`config.mk`:
```
export PLATFORM = sky130hd
export DESIGN_NAME = pvc_regs
export DESIGN_NICKNAME = d
export VERILOG_FILES = /design/src/pvc_pkg.sv /design/src/pvc_regs.sv
export VERILOG_INCLUDE_DIRS = /design/src
export SDC_FILE = /design/constraint.sdc
export NUM_CORES = 1
export LEC_CHECK = 0
export BUFFER_PORTS_ARGS = -buffer_cell sky130_fd_sc_hd__buf_2
export CAP_MARGIN = 10
export CORE_MARGIN = 4
export CORE_UTILIZATION = 42
export DETAILED_ROUTE_END_ITERATION = 16
export GPL_ROUTABILITY_DRIVEN = 0
export HOLD_SLACK_MARGIN = 0.03
export PLACE_DENSITY = 0.76
export SLEW_MARGIN = 0
export SYNTH_ARGS = -nofsm -noshare
export SYNTH_HDL_FRONTEND = slang
export SYNTH_SLANG_ARGS = --single-unit
export TNS_END_PERCENT = 10
```
`constraint.sdc`:
```
create_clock -name clk -period 1.3 [get_ports clk]
set_input_delay 0.13 -clock clk [delete_from_list [all_inputs] [get_ports clk]]
set_output_delay 0.13 -clock clk [all_outputs]
set_load 0.01 [all_outputs]
```
`src/pvc_cfg.svh`:
```
// Constants of the transceiver vendor register bank.
// Assumes inclusion by bare name from the bank module and its checker.
`ifndef PVC_CFG_SVH
`define PVC_CFG_SVH

// Register indices; byte address is four times the index
`define PVC_IDX_INT       6'h1B
`define PVC_IDX_CTL1      6'h1E
`define PVC_IDX_CTL2      6'h1F

// Field positions of the interrupt register
`define PVC_INT_EN_LSB    8
`define PVC_INT_FLAG_LSB  0

// Field positions of control register one
`define PVC_C1_LED_LSB    14
`define PVC_C1_POL        13
`define PVC_C1_XSTATE     11
`define PVC_C1_RLOOP      7

// Field positions of control register two
`define PVC_C2_ALTX       15
`define PVC_C2_MSEL       14
`define PVC_C2_PSD        13
`define PVC_C2_ENERGY     12
`define PVC_C2_FORCE      11
`define PVC_C2_PSAVE      10
`define PVC_C2_ILVL       9
`define PVC_C2_JABEN      8
`define PVC_C2_ANDONE     7
`define PVC_C2_FLOW       6
`define PVC_C2_ISO        5
`define PVC_C2_OPM_LSB    2

// Reset values
`define PVC_RST_INT_EN    8'h00
`define PVC_RST_FLAGS     8'h00
`define PVC_RST_LED       2'h0
`define PVC_RST_ALTX      1'b1
`define PVC_RST_JABEN     1'b1

// Light modes
`define PVC_LED_SPEED     2'h0
`define PVC_LED_ACT       2'h1

`endif

```
`src/pvc_pkg.sv`:
```
// Types shared by the vendor register bank and its surroundings.
// Assumes pvc_cfg.svh is on the include path.
package pvc_pkg;

    // Event strobes, bit order matches the flag field (7 down to 0)
    typedef struct packed {
        logic jabber;
        logic rx_error;
        logic page_rx;
        logic pd_fault;
        logic lp_ack;
        logic link_down;
        logic remote_fault;
        logic link_up;
    } pvc_evt_t;

    // Live state reported by the transceiver core
    typedef struct packed {
        logic       polarity_rev;
        logic       crossover;
        logic       energy;
        logic       an_done;
        logic       flow_ctrl;
        logic       isolate;
        logic [2:0] op_mode;
        logic       cable_on;
        logic       link_ok;
        logic       speed100;
        logic       activity;
    } pvc_stat_t;

    // Controls driven into the transceiver core
    typedef struct packed {
        logic alt_auto_crossover_select;
        logic auto_xover_en;
        logic pair_swap;
        logic remote_loop;
        logic force_link;
        logic rxc_en;
        logic jabber_cnt_en;
    } pvc_ctl_t;

endpackage : pvc_pkg

```
`src/pvc_regs.sv`:
```
// Vendor control and status register bank of a 10/100 transceiver.
// Assumes a classic Wishbone master on clk, event strobes of one
// cycle and status levels synchronous to clk.

`timescale 1ns/10ps

`include "pvc_cfg.svh"

module pvc_regs
    import pvc_pkg::*;
(
    // Clock and reset
    input  wire logic        clk,
    input  wire logic        rst,

    // Wishbone classic slave
    input  wire logic        wb_cyc_i,
    input  wire logic        wb_stb_i,
    input  wire logic        wb_we_i,
    input  wire logic [7:0]  wb_adr_i,
    input  wire logic [3:0]  wb_sel_i,
    input  wire logic [31:0] wb_dat_i,
    output logic      [31:0] wb_dat_o,
    output logic             wb_ack_o,

    // Transceiver core events and state
    input  wire pvc_evt_t    evt,
    input  wire pvc_stat_t   stat,

    // Controls to the transceiver core
    output pvc_ctl_t         ctl,

    // Pins
    output logic             irq_pin,
    output logic             status_light_a,
    output logic             status_light_b
);

    // ****************************************************************
    // Storage
    // ****************************************************************

    logic [7:0]  int_en_r;
    logic [7:0]  flag_r;
    logic [7:0]  flag_nxt;
    logic [1:0]  led_mode_r;
    logic        rloop_r;
    logic        altx_r;
    logic        msel_r;
    logic        psd_r;
    logic        force_r;
    logic        psave_r;
    logic        ilvl_r;
    logic        jaben_r;

    logic        req;
    logic        wr_lo;
    logic        wr_hi;
    logic        rd_int;
    logic [5:0]  idx;
    logic [15:0] rd_data;
    logic [7:0]  evt_vec;
    logic        irq_any;

    logic        ctl_altx_r;
    logic        ctl_auto_r;
    logic        ctl_swap_r;
    logic        ctl_loop_r;
    logic        ctl_force_r;
    logic        ctl_rxc_r;
    logic        ctl_jab_r;

    // ****************************************************************
    // Bus decode
    // ****************************************************************

    // One access per ack; the ack cycle itself takes nothing new
    assign req   = wb_cyc_i & wb_stb_i & ~wb_ack_o;
    assign idx   = wb_adr_i[7:2];
    assign wr_lo = req & wb_we_i & wb_sel_i[0];
    assign wr_hi = req & wb_we_i & wb_sel_i[1];
    assign rd_int = req & ~wb_we_i & (idx == `PVC_IDX_INT);

    always_ff @(posedge clk) begin
        if (rst) begin
            wb_ack_o <= 1'b0;
        end else begin
            wb_ack_o <= req;
        end
    end

    // ****************************************************************
    // Read data
    // ****************************************************************

    always_comb begin
        rd_data = 16'h0000;
        case (idx)
            `PVC_IDX_INT: begin
                rd_data = {int_en_r, flag_r};
            end
            `PVC_IDX_CTL1: begin
                rd_data[`PVC_C1_LED_LSB +: 2] = led_mode_r;
                rd_data[`PVC_C1_POL]    = stat.polarity_rev;
                rd_data[`PVC_C1_XSTATE] = stat.crossover;
                rd_data[`PVC_C1_RLOOP]  = rloop_r;
            end
            `PVC_IDX_CTL2: begin
                rd_data[`PVC_C2_ALTX]   = altx_r;
                rd_data[`PVC_C2_MSEL]   = msel_r;
                rd_data[`PVC_C2_PSD]    = psd_r;
                rd_data[`PVC_C2_ENERGY] = stat.energy;
                rd_data[`PVC_C2_FORCE]  = force_r;
                rd_data[`PVC_C2_PSAVE]  = psave_r;
                rd_data[`PVC_C2_ILVL]   = ilvl_r;
                rd_data[`PVC_C2_JABEN]  = jaben_r;
                rd_data[`PVC_C2_ANDONE] = stat.an_done;
                rd_data[`PVC_C2_FLOW]   = stat.flow_ctrl;
                rd_data[`PVC_C2_ISO]    = stat.isolate;
                rd_data[`PVC_C2_OPM_LSB +: 3] = stat.op_mode;
            end
            default: begin
                rd_data = 16'h0000;
            end
        endcase
    end

    // Unmapped indices answer with zero and swallow writes
    always_ff @(posedge clk) begin
        if (rst) begin
            wb_dat_o <= 32'h0000_0000;
        end else if (req & ~wb_we_i) begin
            wb_dat_o <= {16'h0000, rd_data};
        end
    end

    // ****************************************************************
    // Interrupt enables
    // ****************************************************************

    always_ff @(posedge clk) begin
        if (rst) begin
            int_en_r <= `PVC_RST_INT_EN;
        end else if (wr_hi && idx == `PVC_IDX_INT) begin
            int_en_r <= wb_dat_i[`PVC_INT_EN_LSB +: 8];
        end
    end

    // ****************************************************************
    // Event flags
    // ****************************************************************

    assign evt_vec = evt;

    // An event in the read cycle is not in the returned word,
    // so it must survive the clear
    generate
        for (genvar i = 0; i < 8; i++) begin : g_flag
            assign flag_nxt[i] = (flag_r[i] & ~rd_int) | evt_vec[i];
        end
    endgenerate

    always_ff @(posedge clk) begin
        if (rst) begin
            flag_r <= `PVC_RST_FLAGS;
        end else begin
            flag_r <= flag_nxt;
        end
    end

    // ****************************************************************
    // Interrupt pin
    // ****************************************************************

    assign irq_any = |(flag_r & int_en_r);

    // Pin follows the flags one cycle later; idle high at reset
    always_ff @(posedge clk) begin
        if (rst) begin
            irq_pin <= 1'b1;
        end else begin
            irq_pin <= ilvl_r ? irq_any : ~irq_any;
        end
    end

    // ****************************************************************
    // Control register one
    // ****************************************************************

    always_ff @(posedge clk) begin
        if (rst) begin
            led_mode_r <= `PVC_RST_LED;
        end else if (wr_hi && idx == `PVC_IDX_CTL1) begin
            led_mode_r <= wb_dat_i[`PVC_C1_LED_LSB +: 2];
        end
    end

    always_ff @(posedge clk) begin
        if (rst) begin
            rloop_r <= 1'b0;
        end else if (wr_lo && idx == `PVC_IDX_CTL1) begin
            rloop_r <= wb_dat_i[`PVC_C1_RLOOP];
        end
    end

    // ****************************************************************
    // Control register two
    // ****************************************************************

    // Pair handling fields
    always_ff @(posedge clk) begin
        if (rst) begin
            altx_r  <= `PVC_RST_ALTX;
            msel_r  <= 1'b0;
            psd_r   <= 1'b0;
        end else if (wr_hi && idx == `PVC_IDX_CTL2) begin
            altx_r  <= wb_dat_i[`PVC_C2_ALTX];
            msel_r  <= wb_dat_i[`PVC_C2_MSEL];
            psd_r   <= wb_dat_i[`PVC_C2_PSD];
        end
    end

    // Link, power, pin and jabber fields
    always_ff @(posedge clk) begin
        if (rst) begin
            force_r <= 1'b0;
            psave_r <= 1'b0;
            ilvl_r  <= 1'b0;
            jaben_r <= `PVC_RST_JABEN;
        end else if (wr_hi && idx == `PVC_IDX_CTL2) begin
            force_r <= wb_dat_i[`PVC_C2_FORCE];
            psave_r <= wb_dat_i[`PVC_C2_PSAVE];
            ilvl_r  <= wb_dat_i[`PVC_C2_ILVL];
            jaben_r <= wb_dat_i[`PVC_C2_JABEN];
        end
    end

    // ****************************************************************
    // Controls to the core
    // ****************************************************************

    // One flop per control, gathered into the struct below; each control keeps
    // its own process except remote loop and force link, which share one, and the struct has a single driver
    always_ff @(posedge clk) begin
        if (rst) begin
            ctl_altx_r <= `PVC_RST_ALTX;
        end else begin
            ctl_altx_r <= altx_r;
        end
    end

    always_ff @(posedge clk) begin
        if (rst) begin
            ctl_auto_r <= 1'b1;
        end else begin
            ctl_auto_r <= ~psd_r;
        end
    end

    // Auto mode passes the resolved pair state through unchanged
    always_ff @(posedge clk) begin
        if (rst) begin
            ctl_swap_r <= 1'b0;
        end else begin
            ctl_swap_r <= psd_r ? msel_r : stat.crossover;
        end
    end

    always_ff @(posedge clk) begin
        if (rst) begin
            ctl_loop_r  <= 1'b0;
            ctl_force_r <= 1'b0;
        end else begin
            ctl_loop_r  <= rloop_r;
            ctl_force_r <= force_r;
        end
    end

    always_ff @(posedge clk) begin
        if (rst) begin
            ctl_jab_r <= `PVC_RST_JABEN;
        end else begin
            ctl_jab_r <= jaben_r;
        end
    end

    // Receive clock stays off until a link is up again, not just
    // until the cable returns, so the MAC never sees a half-trained clock
    always_ff @(posedge clk) begin
        if (rst) begin
            ctl_rxc_r <= 1'b1;
        end else if (!psave_r) begin
            ctl_rxc_r <= 1'b1;
        end else if (!stat.cable_on) begin
            ctl_rxc_r <= 1'b0;
        end else if (stat.link_ok) begin
            ctl_rxc_r <= 1'b1;
        end
    end

    assign ctl = {ctl_altx_r, ctl_auto_r, ctl_swap_r, ctl_loop_r, ctl_force_r, ctl_rxc_r, ctl_jab_r};

    // ****************************************************************
    // Status lights
    // ****************************************************************

    // Reserved modes leave both lights dark
    always_ff @(posedge clk) begin
        if (rst) begin
            status_light_a <= 1'b0;
            status_light_b <= 1'b0;
        end else begin
            case (led_mode_r)
                `PVC_LED_SPEED: begin
                    status_light_b <= stat.speed100;
                    status_light_a <= stat.link_ok & ~stat.activity;
                end
                `PVC_LED_ACT: begin
                    status_light_b <= stat.activity;
                    status_light_a <= stat.link_ok;
                end
                default: begin
                    status_light_b <= 1'b0;
                    status_light_a <= 1'b0;
                end
            endcase
        end
    end

endmodule : pvc_regs

```
==> impl_metrics.env <==
export IMPL_run_status="complete, but fails checks"
export IMPL_violations="negative setup slack"
export IMPL_final_setup_skew_ns=0.009552
export IMPL_reg2reg_slack_ns=-0.03
export IMPL_combPwrFrac=0.100
export IMPL_clkPwrFrac=0.361
export IMPL_synth_distinct_cells=35
export IMPL_rows=27
export IMPL_finalPower_mw=3.132
export IMPL_routedWlPerCell_um=14.80
export IMPL_dp_slack_ns=-0.06065
export IMPL_grt_setup_unrepaired="true"
export IMPL_regToRegStartpoint="wb_ack_o$_SDFF_PP0_"
export IMPL_first_iter_violations=162
export IMPL_cts_sinks=53
export IMPL_maxClockFrequency_mhz=753.6
export IMPL_viasPerCell=5.003
export IMPL_grt_max_degree=22
export IMPL_netSwitchingFraction=0.2426
export IMPL_setup_ws_ns=-0.02701
export IMPL_dpl_hpwl_um=4309
export IMPL_critPathArrivalTime_ns=1.52
export IMPL_cp_cell_sequence="and4b_1 -> buf_6 -> nand4_4 -> mux2i_1 -> nor2_1"
export IMPL_layout_drive_gt1_share=0.3810
export IMPL_grt_pass1_wl_um=9384
export IMPL_ys_seq_area_frac=0.4396
export IMPL_path_class="reg -> reg"
export IMPL_cpPeakStageDelay_ns=0.34
export IMPL_dr_pass1_iters=4
export IMPL_end_kind="flip-flop"
export IMPL_p_int_mw=2.372
export IMPL_finalMaxSlewViolations=0
export IMPL_initial_core_util=0.4356
export IMPL_ys_warn_count=0
export IMPL_clock_latency_ns=0.31
export IMPL_grt_pass1_vias=2038
export IMPL_start_kind="flip-flop"
export IMPL_dieArea_um2=7023
export IMPL_cp_startpoint="wb_ack_o$_SDFF_PP0_"
export IMPL_routed_wl_um=5729
export IMPL_period_needed_ns=1.327
export IMPL_drt_drc_violations_left=0
export IMPL_crit_slowest_cell="dfxtp_2"
export IMPL_port_buffers=69
export IMPL_cts_inserted_buffers=5
export IMPL_num_nets_final=384
export IMPL_critPathRequiredTime_ns=1.49
export IMPL_vias=1936
export IMPL_ir_drop_uv=448.1
export IMPL_p_per_area_nw_per_um2=1079
export IMPL_cts_root_buffer="clkbuf_8"
export IMPL_p_switching_mw=0.7599
export IMPL_path_max_fanout=9
export IMPL_ant_nets=0
export IMPL_core_area_um2=5540
export IMPL_syn_area_um2=2414
export IMPL_die_h_um=83.81
export IMPL_cts_buffer_depth=2
export IMPL_period_share=1.021
export IMPL_antenna_found_initial=0
export IMPL_postSynthAreaPerCell_um2=9.892
export IMPL_cts_tree="yes"
export IMPL_rr_worst_depth=5
export IMPL_syn_inst=244
export IMPL_timing_rr_end="msel_r$_SDFFE_PP0P_"
export IMPL_hold_viol=0
export IMPL_cp_endpoint="msel_r$_SDFFE_PP0P_"
export IMPL_ios=113
export IMPL_leakage_nw=1.400
export IMPL_fp_dieW_um=83.81
export IMPL_htreeDepth=2
export IMPL_syn2layout_area_growth_pct=20.32
export IMPL_hold_path_class="in -> reg"
export IMPL_ys_ff_latch=53
export IMPL_clk_pin_slew_ns=0.10
export IMPL_max_cap_viol_count=0
export IMPL_overflow=0
export IMPL_grt_util_all_layers=0.1641
export IMPL_p_seq_frac=0.538
export IMPL_setup_violations=13
export IMPL_antennaDiodeCount=0
==> critical path: cells and delay by family (launching register included) <==
kind,cells,cell delay (ns)
and+or+nand+nor,3,0.51
muxes,1,0.23
buffers and inverters,1,0.13
DFF,1,0.34
==> per-stage QoR <==
| stage | std cells | area [um2] | TNS (ns) | hold WS [ns] | util |
|---|---|---|---|---|---|
| finish | 387 | 2904 | -0.2298 | 0.03280 | 0.5242 |
| global route | 387 | 2904 | -1.288 | 0.03735 | 0.5242 |
| detailed placement | 376 | 2738 | -0.5688 | 0.3504 | 0.4941 |
| global placement | 376 | 2738 | -0.1127 | 0.3400 | 0.4941 |
| CTS | 386 | 2878 | -0.2970 | 0.03459 | 0.5194 |
| floorplan | 259 | 2470 | 0 | 0.2474 | - |
==> how the worst min path moves through the flow <==
stage	start	endpoint	slack, ns	cells after the start
global placement	evt[6]	flag_r[6]$_SDFF_PP0_	0.34	3
floorplan	evt[0]	flag_r[0]$_SDFF_PP0_	0.25	2
finish	evt[3]	flag_r[3]$_SDFF_PP0_	0.03	3
global route	evt[5]	flag_r[5]$_SDFF_PP0_	0.04	3
CTS	evt[3]	flag_r[3]$_SDFF_PP0_	0.03	3
detailed placement	evt[6]	flag_r[6]$_SDFF_PP0_	0.35	3
==> flip-flops by register name (all words and copies together) (netlist names), 2 cells and up <==
signal and count:
wb_dat_o 16, int_en_r 8, flag_r 8, led_mode_r 2
==> metal layers <==
layer | vias up | track usage | share of wire | routed length (um)
met3 | 16 | 0.03554 | 0.070 | 401
met2 | 75 | 0.2892 | 0.50 | 2837
met1 | 888 | 0.1864 | 0.41 | 2345
li1 | 957 | - | - | -
met5 | - | 0 | 0 | 0
met4 | 0 | 0.07895 | 0.025 | 145
==> kinds of logic after synthesis <==
kind of cell | synth area share
DFF | 0.4396
AOI/OAI and AO/OA | 0.1161
other | 0.001554
xor gates and xnor gates | 0.003629
muxes | 0.09539
buffers and inverters | 0.1089
and+or+nand+nor | 0.2348
==> synthesized netlist by cell type, drive strengths merged <==
cell | number | share of area
a21oi | 17 | 0.035
a221oi | 9 | 0.056
a22oi | 4 | 0.012
and2 | 3 | 0.0098
and3b | 2 | 0.0078
and4b | 2 | 0.0098
and4bb | 1 | 0.0052
buf | 29 | 0.094
clkbuf | 5 | 0.012
conb | 1 | 0.0016
dfxtp | 53 | 0.44
inv | 2 | 0.0031
mux2i | 23 | 0.095
nand2 | 9 | 0.014
nand2b | 2 | 0.0052
nand3 | 3 | 0.0062
nand3b | 2 | 0.011
nand4 | 6 | 0.028
nor2 | 39 | 0.061
nor2b | 4 | 0.010
nor3 | 19 | 0.060
nor4b | 1 | 0.0036
o21ai | 6 | 0.012
or3 | 1 | 0.0026
xor2 | 1 | 0.0036
==> cells in the final DEF, fill, tap and decap left out, types with 9 or more instances in the layout <==
cell / synthesis / routed
nand2_1: 9 / 9
dfxtp_1: 53 / 52
nor2_1: 39 / 39
a221oi_2: 9 / 9
mux2i_1: 23 / 23
conb_1: 1 / 16
a21oi_1: 17 / 14
nor3_1: 9 / 9
buf_2: 3 / 69
nor3_2: 10 / 10
==> power groups by stage <==
| stage | Sequential [mW] | Combinational [mW] | Clock [mW] |
|---|---|---|---|
| floorplan | 1.73 | 0.197 | 0 |
| global placement | 1.72 | 0.294 | 0 |
| detailed placement | 1.72 | 0.302 | 0 |
| CTS | 1.69 | 0.309 | 1.16 |
| global route | 1.69 | 0.345 | 1.22 |
| finish | 1.69 | 0.314 | 1.13 |
==> layout make-up <==
cell class,instances,area (um2)
clock buffers,5,68.82
clock inverters,3,46.29
fillers,546,2636
inverters,2,7.507
multi-input cells,170,1157
flip-flops and latches,53,1062
well taps,72,90.09
repair buffers,82,471.7
==> timing repair <==
action,4_1_cts,5_1_grt
hold buffers,2,0
gates resized for setup,2,6
buffers inserted,0,1
setup endpoints to repair,15,29
pin swaps,2,2
endpoints found under the hold margin,2,0
(Power assumes the default switching activity.)
